## config.mk

```make
export PLATFORM = sky130hd
export DESIGN_NAME = ext_config_regs
export DESIGN_NICKNAME = d
export VERILOG_FILES = /design/src/design/ext_dram_timer.v /design/src/design/ext_config_regs.v
export VERILOG_INCLUDE_DIRS = /design/src /design/src/design
export SDC_FILE = /design/constraint.sdc
export NUM_CORES = 1
export LEC_CHECK = 0
export ABC_AREA = 0
export BUFFER_PORTS_ARGS = -buffer_cell sky130_fd_sc_hd__buf_2
export CAP_MARGIN = 20
export CORE_UTILIZATION = 50
export DETAILED_ROUTE_END_ITERATION = 8
export PLACE_DENSITY_LB_ADDON = 0.1
export SYNTH_ARGS = -nofsm -noshare
export SYNTH_HDL_FRONTEND = slang
export SYNTH_SLANG_ARGS = --single-unit
export TNS_END_PERCENT = 100
```

## constraint.sdc

```tcl
create_clock -name sys_clk -period 13 [get_ports sys_clk]
set_input_delay 1.95 -clock sys_clk [delete_from_list [all_inputs] [get_ports sys_clk]]
set_output_delay 1.95 -clock sys_clk [all_outputs]
set_load 0.02 [all_outputs]
```

## src/design/ext_regs.vh

```
`ifndef EXT_REGS_VH
`define EXT_REGS_VH
// ----------
// register indices and reset values
// ----------
`define EXT_IDX_DRAM_TIMING     8'h32
`define EXT_IDX_OVERFLOW_HIGH   8'h35
`define EXT_IDX_SYS_CONFIG_ONE  8'h36
`define EXT_RST_DRAM_TIMING     8'h00
`define EXT_RST_OVERFLOW_HIGH   8'h00
`define EXT_RST_SYS_CONFIG_ONE  8'h40
`define EXT_RST_CRTC_INDEX      8'h00
// ----------
// dram_cycle_timing fields
// ----------
`define EXT_DCT_WMASK           8'h7f
`define EXT_DCT_HOLD            6
`define EXT_DCT_RCD             5
`define EXT_DCT_RSP_HI          4
`define EXT_DCT_RSP_LO          3
`define EXT_DCT_CSP             2
`define EXT_DCT_CSW_HI          1
`define EXT_DCT_CSW_LO          0
// ----------
// vertical_overflow_high fields
// ----------
`define EXT_OVH_INTERLACE       7
`define EXT_OVH_IRQ_SEL         6
`define EXT_OVH_GENLOCK         5
`define EXT_OVH_LINE_CMP        4
`define EXT_OVH_VSYNC_START     3
`define EXT_OVH_VDISP_END       2
`define EXT_OVH_VTOTAL          1
`define EXT_OVH_VBLANK_START    0
// ----------
// system_config_one fields
// ----------
`define EXT_SC1_IO_WIDE         7
`define EXT_SC1_MEM_WIDE        6
`define EXT_SC1_MMIO_EN         5
`define EXT_SC1_LINEAR_MAP      4
`define EXT_SC1_BUFFER_EN       3
`define EXT_SC1_REFRESH_HI      2
`define EXT_SC1_REFRESH_LO      0
// ----------
// timing counts in memory clocks
// ----------
`define EXT_RCD_SET_CLKS        3'h3
`define EXT_RCD_CLR_CLKS        3'h2
`define EXT_RSP_OFFSET_CLKS     3'h2
`define EXT_CSP_OFFSET_CLKS     3'h1
`endif

```

## src/design/ext_dram_timer.v

```verilog
`timescale 1ns/1ns
`include "ext_regs.vh"
module ext_dram_timer (
  input  wire       sys_clk,
  input  wire       rstn,
  input  wire       start,
  input  wire [3:0] casCount,
  input  wire [7:0] timing,
  input  wire       textMode,
  output reg        busy,
  output reg        rasN,
  output reg        casLowPairN,
  output reg        casHighPairN
);
  localparam S_IDLE = 5'h01;
  localparam S_RCD  = 5'h02;
  localparam S_CAS  = 5'h04;
  localparam S_CPRE = 5'h08;
  localparam S_RPRE = 5'h10;

  reg [4:0] state;
  reg [4:0] next_state;
  reg [2:0] cnt;
  reg [2:0] next_cnt;
  reg [3:0] left;
  reg [3:0] next_left;
  reg [7:0] cfg;
  reg [2:0] lowW;
  reg [2:0] highW;
  reg [2:0] phaseLen;
  reg [2:0] rcdLen;
  reg [2:0] rspLen;
  reg [2:0] cspLen;
  reg [2:0] hold;
  reg       lastCas;

  always @* begin
    hold    = {2'b00, cfg[`EXT_DCT_HOLD]};
    rcdLen  = cfg[`EXT_DCT_RCD] ? `EXT_RCD_SET_CLKS
                                : `EXT_RCD_CLR_CLKS;
    rspLen  = {1'b0, cfg[`EXT_DCT_RSP_HI:`EXT_DCT_RSP_LO]}
              + `EXT_RSP_OFFSET_CLKS - hold;
    cspLen  = {2'b00, cfg[`EXT_DCT_CSP]} + `EXT_CSP_OFFSET_CLKS;
    case (cfg[`EXT_DCT_CSW_HI:`EXT_DCT_CSW_LO])
      2'b01:   lowW = 3'h2;
      default: lowW = 3'h1;
    endcase
    highW   = textMode ? ({1'b0, cfg[`EXT_DCT_CSW_HI:`EXT_DCT_CSW_LO]}
              + 3'h1) : lowW;
    lastCas = (left == 4'h1);
    // the final cas of the cycle carries the hold extension
    phaseLen = ((highW > lowW) ? highW : lowW)
               + (lastCas ? hold : 3'h0);
    next_state = state;
    next_cnt   = cnt + 3'h1;
    next_left  = left;
    case (state)
      S_IDLE: begin
        next_cnt = 3'h0;
        if (start) begin
          next_state = S_RCD;
        end
      end
      S_RCD: begin
        if (cnt == rcdLen - 3'h1) begin
          next_state = S_CAS;
          next_cnt   = 3'h0;
        end
      end
      S_CAS: begin
        if (cnt == phaseLen - 3'h1) begin
          next_cnt  = 3'h0;
          next_left = left - 4'h1;
          next_state = lastCas ? S_RPRE : S_CPRE;
        end
      end
      S_CPRE: begin
        if (cnt == cspLen - 3'h1) begin
          next_state = S_CAS;
          next_cnt   = 3'h0;
        end
      end
      S_RPRE: begin
        if (cnt == rspLen - 3'h1) begin
          next_state = S_IDLE;
          next_cnt   = 3'h0;
        end
      end
      default: begin
        next_state = S_IDLE;
        next_cnt   = 3'h0;
      end
    endcase
  end

  always @(posedge sys_clk or negedge rstn) begin
    if (!rstn) begin
      state        <= S_IDLE;
      cnt          <= 3'h0;
      left         <= 4'h0;
      cfg          <= `EXT_RST_DRAM_TIMING;
      busy         <= 1'b0;
      rasN         <= 1'b1;
      casLowPairN  <= 1'b1;
      casHighPairN <= 1'b1;
    end else begin
      state <= next_state;
      cnt   <= next_cnt;
      left  <= next_left;
      if (state == S_IDLE && start) begin
        // settings freeze per cycle, so a write never bends one in flight
        cfg  <= timing;
        left <= (casCount == 4'h0) ? 4'h1 : casCount;
      end
      busy <= (next_state != S_IDLE);
      rasN <= !(next_state == S_RCD || next_state == S_CAS ||
                next_state == S_CPRE);
      casLowPairN  <= !(next_state == S_CAS &&
                        (next_cnt < lowW || lastCas && next_cnt >= lowW
                         && next_cnt < lowW + hold));
      casHighPairN <= !(next_state == S_CAS &&
                        (next_cnt < highW || lastCas && next_cnt >= highW
                         && next_cnt < highW + hold));
    end
  end
endmodule

```

## src/design/ext_config_regs.v

```verilog
`timescale 1ns/1ns
`include "ext_regs.vh"
// Contract
// hold bit stretches ras and last cas
// ras low and high sums from timings
// ras-to-cas delay three or two clocks
// ras precharge is field plus two
// cas precharge is field plus one
// cas low width table per mode, pair
// interlace scans odd lines then even
// interrupt source select secondary or main
// genlock sync resets counters, redefines tokens
// image port makes sync a mask
// five low bits are vertical bit10s
// io width bit selects 16 or 8
// memory width bit, default sixteen bit
// mmio decode needs mmio and buffer enables
// linear map exposes flat memory area
// buffer enable opens three apertures
// refresh field plus one per line
// extended writes need unlock key set; overflow-high writes here ignore the key and check only protect
// overflow-high writes need protect clear
// reserved read zero, timing per cycle
module ext_config_regs #(
  parameter LOCAL_BUS = 1'b1
) (
  input  wire        sys_clk,
  input  wire        rstn,
  input  wire        ioWrite,
  input  wire        ioRead,
  input  wire        ioSelData,
  input  wire [7:0]  ioWrData,
  input  wire        unlockKey,
  input  wire        overflowProtect,
  input  wire        textMode,
  input  wire        imagePortEnable,
  input  wire        external_sync_input,
  input  wire        mainVertEvent,
  input  wire        secondaryVertEvent,
  input  wire        frameStart,
  input  wire        lineStart,
  input  wire [1:0]  tokenDefault,
  input  wire        memReq,
  input  wire [3:0]  memCasCount,
  output reg  [7:0]  ioRdData,
  output reg  [7:0]  dram_cycle_timing,
  output reg  [7:0]  vertical_overflow_high,
  output reg  [7:0]  system_config_one,
  output reg  [4:0]  vertBit10,
  output reg         interlaceEn,
  output reg         evenField,
  output reg         vertIrq,
  output reg         counterReset,
  output reg         imageByteMask,
  output reg  [1:0]  token_outputs,
  output reg         ioWide16,
  output reg  [1:0]  hostMemWidth,
  output reg         mmioDecodeEn,
  output reg         linearMapEn,
  output reg  [2:0]  apertureEn,
  output reg         memAck,
  output reg         refreshActive,
  output reg         rasN,
  output reg         casLowPairN,
  output reg         casHighPairN
);
  // hostMemWidth codes: 0 = 8-bit, 1 = 16-bit, 2 = 32-bit
  localparam MW_8  = 2'h0;
  localparam MW_16 = 2'h1;
  localparam MW_32 = 2'h2;

  localparam A_IDLE = 3'h1;
  localparam A_MEM  = 3'h2;
  localparam A_REF  = 3'h4;

  reg  [7:0] crtcIndex;
  reg        syncMeta;
  reg        syncSafe;
  reg  [3:0] refreshLeft;
  reg  [2:0] arbState;
  reg        timerStart;
  reg  [3:0] timerCas;
  wire       timerBusy;
  wire       tRasN;
  wire       tCasLowN;
  wire       tCasHighN;
  wire       wrData;
  wire       wrKeyed;
  wire       wrTiming;
  wire       wrOverflow;
  wire       wrConfig;

  // ---------------------------------------------------------------
  // index/data port decode
  // ---------------------------------------------------------------
  assign wrData     = ioWrite && ioSelData;
  assign wrKeyed    = wrData && unlockKey;
  assign wrTiming   = wrKeyed && (crtcIndex == `EXT_IDX_DRAM_TIMING);
  assign wrConfig   = wrKeyed && (crtcIndex == `EXT_IDX_SYS_CONFIG_ONE);
  // overflow-high ignores the key and obeys only the protect bit
  assign wrOverflow = wrData && !overflowProtect &&
                      (crtcIndex == `EXT_IDX_OVERFLOW_HIGH);

  always @(posedge sys_clk or negedge rstn) begin
    if (!rstn) begin
      crtcIndex              <= `EXT_RST_CRTC_INDEX;
      dram_cycle_timing      <= `EXT_RST_DRAM_TIMING;
      vertical_overflow_high <= `EXT_RST_OVERFLOW_HIGH;
      // io width powers up wide only on a local bus
      system_config_one      <= `EXT_RST_SYS_CONFIG_ONE |
                                {LOCAL_BUS[0], 7'h00};
      ioRdData               <= 8'h00;
    end else begin
      if (ioWrite && !ioSelData) begin
        crtcIndex <= ioWrData;
      end
      if (wrTiming) begin
        dram_cycle_timing <= ioWrData & `EXT_DCT_WMASK;
      end
      if (wrOverflow) begin
        vertical_overflow_high <= ioWrData;
      end
      if (wrConfig) begin
        system_config_one <= ioWrData;
      end
      if (ioRead) begin
        if (!ioSelData) begin
          ioRdData <= crtcIndex;
        end else if (crtcIndex == `EXT_IDX_DRAM_TIMING) begin
          ioRdData <= dram_cycle_timing;
        end else if (crtcIndex == `EXT_IDX_OVERFLOW_HIGH) begin
          ioRdData <= vertical_overflow_high;
        end else if (crtcIndex == `EXT_IDX_SYS_CONFIG_ONE) begin
          ioRdData <= system_config_one;
        end else begin
          // other indices belong to neighbouring banks
          ioRdData <= 8'h00;
        end
      end
    end
  end

  // ---------------------------------------------------------------
  // external sync input synchroniser
  // ---------------------------------------------------------------
  always @(posedge sys_clk or negedge rstn) begin
    if (!rstn) begin
      syncMeta <= 1'b0;
      syncSafe <= 1'b0;
    end else begin
      syncMeta <= external_sync_input;
      syncSafe <= syncMeta;
    end
  end

  // ---------------------------------------------------------------
  // display timing controls
  // ---------------------------------------------------------------
  always @(posedge sys_clk or negedge rstn) begin
    if (!rstn) begin
      vertBit10     <= 5'h00;
      interlaceEn   <= 1'b0;
      evenField     <= 1'b0;
      vertIrq       <= 1'b0;
      counterReset  <= 1'b0;
      imageByteMask <= 1'b0;
      token_outputs <= 2'h0;
    end else begin
      vertBit10   <= vertical_overflow_high[`EXT_OVH_LINE_CMP:
                                            `EXT_OVH_VBLANK_START];
      interlaceEn <= vertical_overflow_high[`EXT_OVH_INTERLACE];
      // odd field first: with interlace set, each frame start flips to the other field
      if (!vertical_overflow_high[`EXT_OVH_INTERLACE]) begin
        evenField <= 1'b0;
      end else if (frameStart) begin
        evenField <= !evenField;
      end
      vertIrq <= vertical_overflow_high[`EXT_OVH_IRQ_SEL] ?
                 secondaryVertEvent : mainVertEvent;
      // resync costs three clocks of latency on the counter reset
      counterReset <= vertical_overflow_high[`EXT_OVH_GENLOCK] &&
                      !imagePortEnable && syncSafe;
      imageByteMask <= imagePortEnable && syncSafe;
      if (vertical_overflow_high[`EXT_OVH_GENLOCK]) begin
        token_outputs <= {vertical_overflow_high[`EXT_OVH_INTERLACE],
                          evenField};
      end else begin
        token_outputs <= tokenDefault;
      end
    end
  end

  // ---------------------------------------------------------------
  // host path configuration
  // ---------------------------------------------------------------
  always @(posedge sys_clk or negedge rstn) begin
    if (!rstn) begin
      ioWide16     <= LOCAL_BUS[0];
      hostMemWidth <= MW_16;
      mmioDecodeEn <= 1'b0;
      linearMapEn  <= 1'b0;
      apertureEn   <= 3'h0;
    end else begin
      ioWide16 <= system_config_one[`EXT_SC1_IO_WIDE];
      if (system_config_one[`EXT_SC1_MEM_WIDE]) begin
        hostMemWidth <= MW_16;
      end else begin
        hostMemWidth <= LOCAL_BUS ? MW_32 : MW_8;
      end
      mmioDecodeEn <= system_config_one[`EXT_SC1_MMIO_EN] &&
                      system_config_one[`EXT_SC1_BUFFER_EN];
      linearMapEn  <= system_config_one[`EXT_SC1_LINEAR_MAP];
      apertureEn   <= {3{system_config_one[`EXT_SC1_BUFFER_EN]}};
    end
  end

  // ---------------------------------------------------------------
  // refresh and host cycle arbitration
  // ---------------------------------------------------------------
  // refresh wins over host cycles so a line never falls short
  always @(posedge sys_clk or negedge rstn) begin
    if (!rstn) begin
      refreshLeft   <= 4'h0;
      arbState      <= A_IDLE;
      timerStart    <= 1'b0;
      timerCas      <= 4'h1;
      memAck        <= 1'b0;
      refreshActive <= 1'b0;
    end else begin
      timerStart <= 1'b0;
      memAck     <= 1'b0;
      case (arbState)
        A_IDLE: begin
          if (!timerBusy && !timerStart) begin
            if (refreshLeft != 4'h0) begin
              timerStart    <= 1'b1;
              timerCas      <= 4'h1;
              arbState      <= A_REF;
              refreshActive <= 1'b1;
            end else if (memReq) begin
              timerStart <= 1'b1;
              timerCas   <= memCasCount;
              arbState   <= A_MEM;
              memAck     <= 1'b1;
            end
          end
        end
        A_MEM: begin
          if (timerBusy) begin
            arbState <= A_IDLE;
          end
        end
        A_REF: begin
          if (timerBusy) begin
            arbState      <= A_IDLE;
            refreshActive <= 1'b0;
          end
        end
        default: begin
          arbState <= A_IDLE;
        end
      endcase
      if (lineStart) begin
        refreshLeft <= {1'b0, system_config_one[`EXT_SC1_REFRESH_HI:
                                                `EXT_SC1_REFRESH_LO]}
                       + 4'h1;
      end else if (arbState == A_IDLE && !timerBusy && !timerStart &&
                   refreshLeft != 4'h0) begin
        refreshLeft <= refreshLeft - 4'h1;
      end
    end
  end

  // ---------------------------------------------------------------
  // dram strobe sequencer
  // ---------------------------------------------------------------
  ext_dram_timer u_timer (
    .sys_clk      (sys_clk),
    .rstn         (rstn),
    .start        (timerStart),
    .casCount     (timerCas),
    .timing       (dram_cycle_timing),
    .textMode     (textMode),
    .busy         (timerBusy),
    .rasN         (tRasN),
    .casLowPairN  (tCasLowN),
    .casHighPairN (tCasHighN)
  );

  always @(posedge sys_clk or negedge rstn) begin
    if (!rstn) begin
      rasN         <= 1'b1;
      casLowPairN  <= 1'b1;
      casHighPairN <= 1'b1;
    end else begin
      rasN         <= tRasN;
      casLowPairN  <= tCasLowN;
      casHighPairN <= tCasHighN;
    end
  end
endmodule

```

==> impl_results.md, run 1 <==
* Clock power share at 27.4%
* Setup TNS at 0 ns
* Seq cells post-synth at 99
* Routed wire length at 9870 um
* Crit path cell chain: buf_2 -> nor2_1 -> a21oi_1 -> ha_1 -> a211o_1 -> o21ai_0 -> mux2_2 -> ha_1 -> ha_1 -> xor2_1 -> nand2_1 -> o21bai_1 -> nand4_1 -> and2_1 -> ha_1 -> a21oi_1 -> a21oi_1 -> o21bai_1 -> a22o_1 -> o31ai_1
* Worst Hold Endpoint: casLowPairN
* Reg2reg setup slack at 8.34 ns
* Status: finished, final reports clean
* Chip height at 99.2 um
* Clock Sink Count at just under 100
* Fin Clk Skew at 0.0120 ns
* Internal power at 0.543 mW
* Clock Pin Slew Worst Setup and Hold Paths at 0.10 ns
* DR pass1 iterations at 4
* RSZ-0062 raised after global routing: false
* Peak supply drop at 0.0000900 V
* Mapped cell area at 4730 um2
* Syn_nets at 459
* Most common cell after layout, fill and taps aside: dfrtp_1
* Worst-Skew Late Latency at between 0.3 and 0.4 ns
* Gr ovfl total at 0
* CTS resizes at 0
* Root buffer cell: clkbuf_8
* Period utilisation layout at 43.0%
* GRT Util Overall at 21.3%
* Max Freq at approximately 0.18 GHz
* Synth unique cells at 48
* # diodes at 0
* Remaining antenna violation count after routing at 0
* Post-route insts no fill at 602
* Primary FF master, synth: dfrtp_1
* Net count reported at finish at 540
* CTS Hold Buffers Added at 0
* Fillers at 794
* CTS tree: done
* Io pins at 86
* Worst Hold Depth at 0
* Crit path capture type: register
* Reg area at 2490 um2
* Hold crit path type: reg -> reg
* Mapped Avg Cell Area at 11.7 um2
* Yosys warnings at 0
* Post-Syn Instances at 405
* Post-placement cell count at ~590
* Max-cap violation count at 0
* Worst endpoint required time at between 10 and 15 ns
* FF-to-FF End: u_timer.casLowPairN
* Initial antenna violation count at 0
* Crit Path Class: in -> reg
* Die width at between 90 and 100 um
* Starting Density at 51.4%
* CP Launch Type: primary input
* Slew at the pin closest to its max-slew limit at 0.705 ns
* Tmin final at 5.59 ns
* Via count of the first global-routing pass at 3409
* Multi-input logic area at 2080 um2
* Hold Path Origin: u_timer.casLowPairN
* Commonest non-fill, non-tap cells in the layout: 86 x dfrtp_1, 83 x buf_2, 51 x mux2_2
* Slew HR at roughly 53%
* Critical path arrival at 5.85 ns
* Power per cell area at about 150 nW/um2
* Vias post-DR at between 3000 and 4000
* H-tree depth at 3
* DRC viols at 0
* Hold Vio Cnt, Final at 0
* CP max FO at 6
* Gate power share at roughly a quarter
* Cell mode on critical path: ha_1
* Iteration-0 DRC Markers at 97
* Crit-path slowest cell: mux2_2
* # setup viols final at 0
* GP Congestion at between 0.8 and 0.9
* Wirelength per Cell at about 16 um
* Vias per cell at 5.51
* Hold slack at 0.354 ns
* Switching Fraction at 31.9%
* EDFF count, synth at 0
* Worst flop-to-flop path startpoint: u_timer.cfg[0]
* Standard-cell rows at 35
* Layout area overhead at 15.3%
* Sequential area share after synthesis at 52.8%
* Share of cells above drive strength 1 at 35.0%
* NetSw at between 0.2 and 0.3 mW
* Global-route wire length before repair at 16400 um
* Largest net degree at the start of global routing at 81
* Final Power at 0.798 mW
* Total die area at slightly below 10000 um2
* Post-synthesis async set-or-reset flop share at 100%
* LEAKAGE at ~2.7 nW
* Crit path largest cell delay at roughly 0.36 ns
* Final count of pins violating max slew at 0
* Port Buffers at 84
* Post-CTS setup buffer count at 0
* Reg2Reg Depth at 21
* Area of the core at between 9000 and 10000 um2
* CTS max path bufs at 2
* CTS Buf Count at 9
* Flop pwr share at between 40% and 50%
* Hpwl dp at a little over 7000 um
-- kinds of logic after synthesis --
kind of cell | count (synthesis) | synth area share (%)
AO/OA/AOI/OAI | 60 | 8.23
flip-flops | 99 | 52.8
multiplexers | 52 | 12.4
adder cells (fa/ha/maj) | 25 | 6.62
AND/OR/NAND/NOR | 115 | 13.0
other | 1 | 0.0793
XOR/XNOR | 20 | 3.71
buffers and inverters | 33 | 3.28
-- critical path, delay by kind of cell --
family                     cells  cell delay, ns
and+or+nand+nor                4            0.61
adders and majority gates      4            1.08
AOI/OAI and AO/OA              9            1.57
xor gates and xnor gates       1            0.14
buffers and inverters          1            0.15
muxes                          1            0.36
-- power groups by stage --
stage / clock network, mW / logic [mW] / registers (mW)
after detailed placement: 0 / 0.191 / 0.393
final: 0.218 / 0.192 / 0.387
after CTS: 0.224 / 0.192 / 0.388
after global placement: 0 / 0.185 / 0.392
after global routing: 0.235 / 0.216 / 0.393
after floorplan: 0 / 0.127 / 0.398
-- layout make-up --
type | instances | share of cell area, %
flip-flops and latches | 99 | 45.8
inverters | 17 | 1.17
repair buffers | 86 | 8.40
clock inverters | 5 | 1.56
multi-input cells | 273 | 38.1
clock buffers | 11 | 2.41
well taps | 111 | 2.55
-- sequential cells by signal, summed over array words and instances (netlist names), 2 cells and up --
register                cells
arbState                    3
crtcIndex                   8
dram_cycle_timing           7
hostMemWidth                2
ioRdData                    8
refreshLeft                 4
system_config_one           8
timerCas                    4
token_outputs               2
u_timer.cfg                 7
u_timer.cnt                 3
u_timer.left                4
u_timer.state               5
vertBit10                   5
vertical_overflow_high      8
-- per-layer routing --
layer,up-vias,GRT usage (%),part of all wire (%)
met1,1662,27.2,45
met4,0,7.69,1.4
li1,1581,-,-
met3,13,3.16,2.7
met5,-,0,0
met2,64,37.1,51
-- stage by stage --
| stage | area, um2 | setup WS [ns] | utilization [%] |
|---|---|---|---|
| finish | 5450 | 7.41 | 59.3 |
| global route | 5450 | 7.18 | 59.3 |
| CTS | 5420 | 7.47 | 59.0 |
| detailed placement | 5200 | 7.09 | 56.6 |
| global placement | 5200 | 7.28 | 56.6 |
| floorplan | 4730 | 7.61 | - |
-- Yosys cell counts (7+ instances only) --
master,count,area [um2]
nor2_1,26,97.6
nand2_1,43,161
dfrtp_1,86,2150
xor2_1,8,70.1
ha_1,25,313
dfstp_2,13,342
a21oi_1,15,75.1
buf_4,7,52.6
xnor2_1,12,105
o21ai_0,16,80.1
mux2_2,51,574
a41oi_1,7,61.3
inv_1,17,63.8
-- how the worst max path moves through the flow --
stage / from / to
2_1_floorplan: textMode / u_timer.casLowPairN
3_3_place_gp: textMode / u_timer.casLowPairN
3_5_place_dp: textMode / u_timer.casLowPairN
4_1_cts: textMode / u_timer.casLowPairN
5_1_grt: textMode / u_timer.casLowPairN
6_report: textMode / u_timer.casLowPairN
Power figures use the tool's default switching activity.
==> run 2: changes to the inputs <==
- clock period: 13 -> 5 ns (I/O delays scaled with it)
==> run 2 against run 1 <==
  * Combinational power grew to 2.6 times the previous value
  * Clock power grew to 2.8 times the previous value
  * Power rose to 2.6 times the previous value
  * Clock skew about the same
  * Critical path type is now reg -> reg
  * Largest power group unchanged
==> impl_results.md, run 2 (synthesis gave the netlist of run 1 again) <==
* Remaining antenna violation count after routing at 0 (unchanged)
* Worst endpoint required time at 5.27 ns (-8.00 ns)
* Clock Pin Slew Worst Setup and Hold Paths at 0.09 ns (about the same)
* Post-CTS setup buffer count at 0 (unchanged)
* RSZ-0062 raised after global routing: false
* Io pins at 86 (unchanged)
* Crit path capture type: register
* Crit Path Class: reg -> reg
* Core Util, Final at 59.2% (-0.082 points)
* Post-placement cell count at 585 (unchanged)
* Post-route insts no fill at 600 (-0.33%)
* Wirelength per Cell at 16.3 um (-0.46%)
* Starting Density at 51.4% (unchanged)
* CTS tree: done
* Final count of pins violating max slew at 0 (unchanged)
* Root buffer cell: clkbuf_8
* Routed wire length at 9790 um (-0.79%)
* CP Launch Type: register
* Die width at 99.2 um (unchanged)
* Multi-input logic area at 2080 um2 (unchanged)
* Clock Sink Count at 99 (unchanged)
* Chip height at 99.2 um (unchanged)
* Hold crit path type: reg -> reg
* Max-cap violation count at 0 (unchanged)
* Fillers at 799 (+0.63%)
* Standard-cell rows at 35 (unchanged)
* Via count of the first global-routing pass at 3313 (-2.8%)
* LEAKAGE at 2.68 nW (+0.11%)
* H-tree depth at 3 (unchanged)
* Commonest non-fill, non-tap cells in the layout: 86 x dfrtp_1, 83 x buf_2, 51 x mux2_2
* Final Cell Area at 5440 um2 (-0.14%)
* Slew HR at 44.5% (-8.4 points)
* Hold Vio Cnt, Final at 0 (unchanged)
* Peak supply drop at 0.000200 V (+120%)
* Cell mode on critical path: ha_1
* Initial antenna violation count at 0 (unchanged)
* Vias per cell at 5.45 (-1.3%)
* Power per cell area at 388 nW/um2 (+170%)
* Crit path largest cell delay at 0.48 ns (+0.12 ns)
* Total die area at 9850 um2 (unchanged)
* Share of cells above drive strength 1 at 35.2% (+0.14 points)
* Global-route wire length before repair at 16300 um (-0.88%)
* DRC viols at 0 (unchanged)
* # setup viols final at 0 (unchanged)
* Net count reported at finish at 539 (-0.19%)
* Reg area at 2490 um2 (unchanged)
* Setup TNS at 0 ns (unchanged)
* Gr ovfl total at 0 (unchanged)
* Crit-path slowest cell: dfrtp_1
* DR pass1 iterations at 5 (+1)
* Critical path arrival at 4.92 ns (-0.93 ns)
* Hpwl dp at 7050 um (-0.88%)
* Hold slack at 0.350 ns (-0.00371 ns)
* Area after DPL at 5200 um2 (unchanged)
* CTS resizes at 0 (unchanged)
* Iteration-0 DRC Markers at 48 (-51%)
* Status: finished, final reports clean
* Layout area overhead at 15.1%
* Area of the core at 9200 um2 (unchanged)
* GRT Util Overall at 21.1% (-0.26 points)
* Max Freq at 0.215 GHz
* Crit path cell chain: ha_1 -> a21oi_1 -> ha_1 -> a211o_1 -> o21ai_0 -> mux2_2 -> ha_1 -> ha_1 -> xor2_1 -> nand2_1 -> o21bai_1 -> nand4_1 -> and2_1 -> ha_1 -> a21oi_1 -> a21oi_1 -> o21bai_1 -> a22o_1 -> o31ai_1
* Tmin final at about 4.7 ns
* CTS max path bufs at 2 (unchanged)
* GP Congestion at 0.797 (-0.39%)
* Most common cell after layout, fill and taps aside: dfrtp_1
* CP max FO at 9 (+3)
* Worst-Skew Late Latency at 0.36 ns (about the same)
* CTS Hold Buffers Added at 0 (unchanged)
* CTS Buf Count at 9 (unchanged)
* Period utilisation layout at 93.0%
* Vias post-DR at 3267 (-1.6%)
* Fin Clk Skew at 0.0117 ns (-0.000258 ns)
* # diodes at 0 (unchanged)
* Largest net degree at the start of global routing at 68 (-16%)
* Slew at the pin closest to its max-slew limit at 0.833 ns (+0.128 ns)
* Port Buffers at 84 (unchanged)
-- run 2: cell types whose count changed in the layout (fill, tap and decap cells not counted) --
cell and change:
clkinv_2 +1, bufinv_16 +1, clkbuf_1 -2, clkinvlp_4 -1, buf_16 -1
-- run 2: path summary, 6_finish.rpt --
kind | start | endpoint | slack, ns | depth (start not counted)
min reg2reg | u_timer.casLowPairN | casLowPairN | 0.35 | 0
min | u_timer.casLowPairN | casLowPairN | 0.35 | 0
max | u_timer.cfg[0] | u_timer.casLowPairN | 0.35 | 19
max in group asynchronous | rstn | system_config_one[7] | 3.52 | 2
max reg2reg | u_timer.cfg[0] | u_timer.casLowPairN | 0.35 | 19
min in group asynchronous | rstn | memAck | 0.49 | 1
-- run 2: worst max-delay path, delay by kind of cell, from the launching register on --
kind	cells	cell delay, ns
AO/OA/AOI/OAI	9	1.63
XOR/XNOR	1	0.14
adder cells (fa/ha/maj)	5	1.44
flip-flops	1	0.48
multiplexers	1	0.37
AND/OR/NAND/NOR	3	0.51
-- run 2: routing by layer --
layer,up-vias,global-route usage [%],wire (um)
met2,68,35.7,4930
met3,13,3.16,298
met4,0,7.24,130
met5,-,0,0
li1,1574,-,-
met1,1612,27.8,4430
-- run 2: metrics by stage --
step                      setup slack, ns  power, mW
after floorplan                     0.810       1.37
after CTS                           0.369       2.14
after detailed placement            0.281       1.52
final                               0.348       2.11
after global placement              0.464       1.50
after global routing               0.0213       2.23
-- run 2: where the power goes --
group	total [mW]	switching, mW	internal, mW
sequential	1.01	0.0930	0.914
clock	0.612	0.280	0.332
combinational	0.494	0.284	0.211
total	2.11	0.657	1.46
-- run 2: layout make-up --
| type | instances | share of cell area [%] |
|---|---|---|
| timing repair buffer | 85 | 7.91 |
| tap | 111 | 2.55 |
| multi-input combinational | 273 | 38.2 |
| clock buffer | 9 | 2.28 |
| sequential | 99 | 45.8 |
| inverter | 17 | 1.17 |
| clock inverter | 6 | 2.07 |
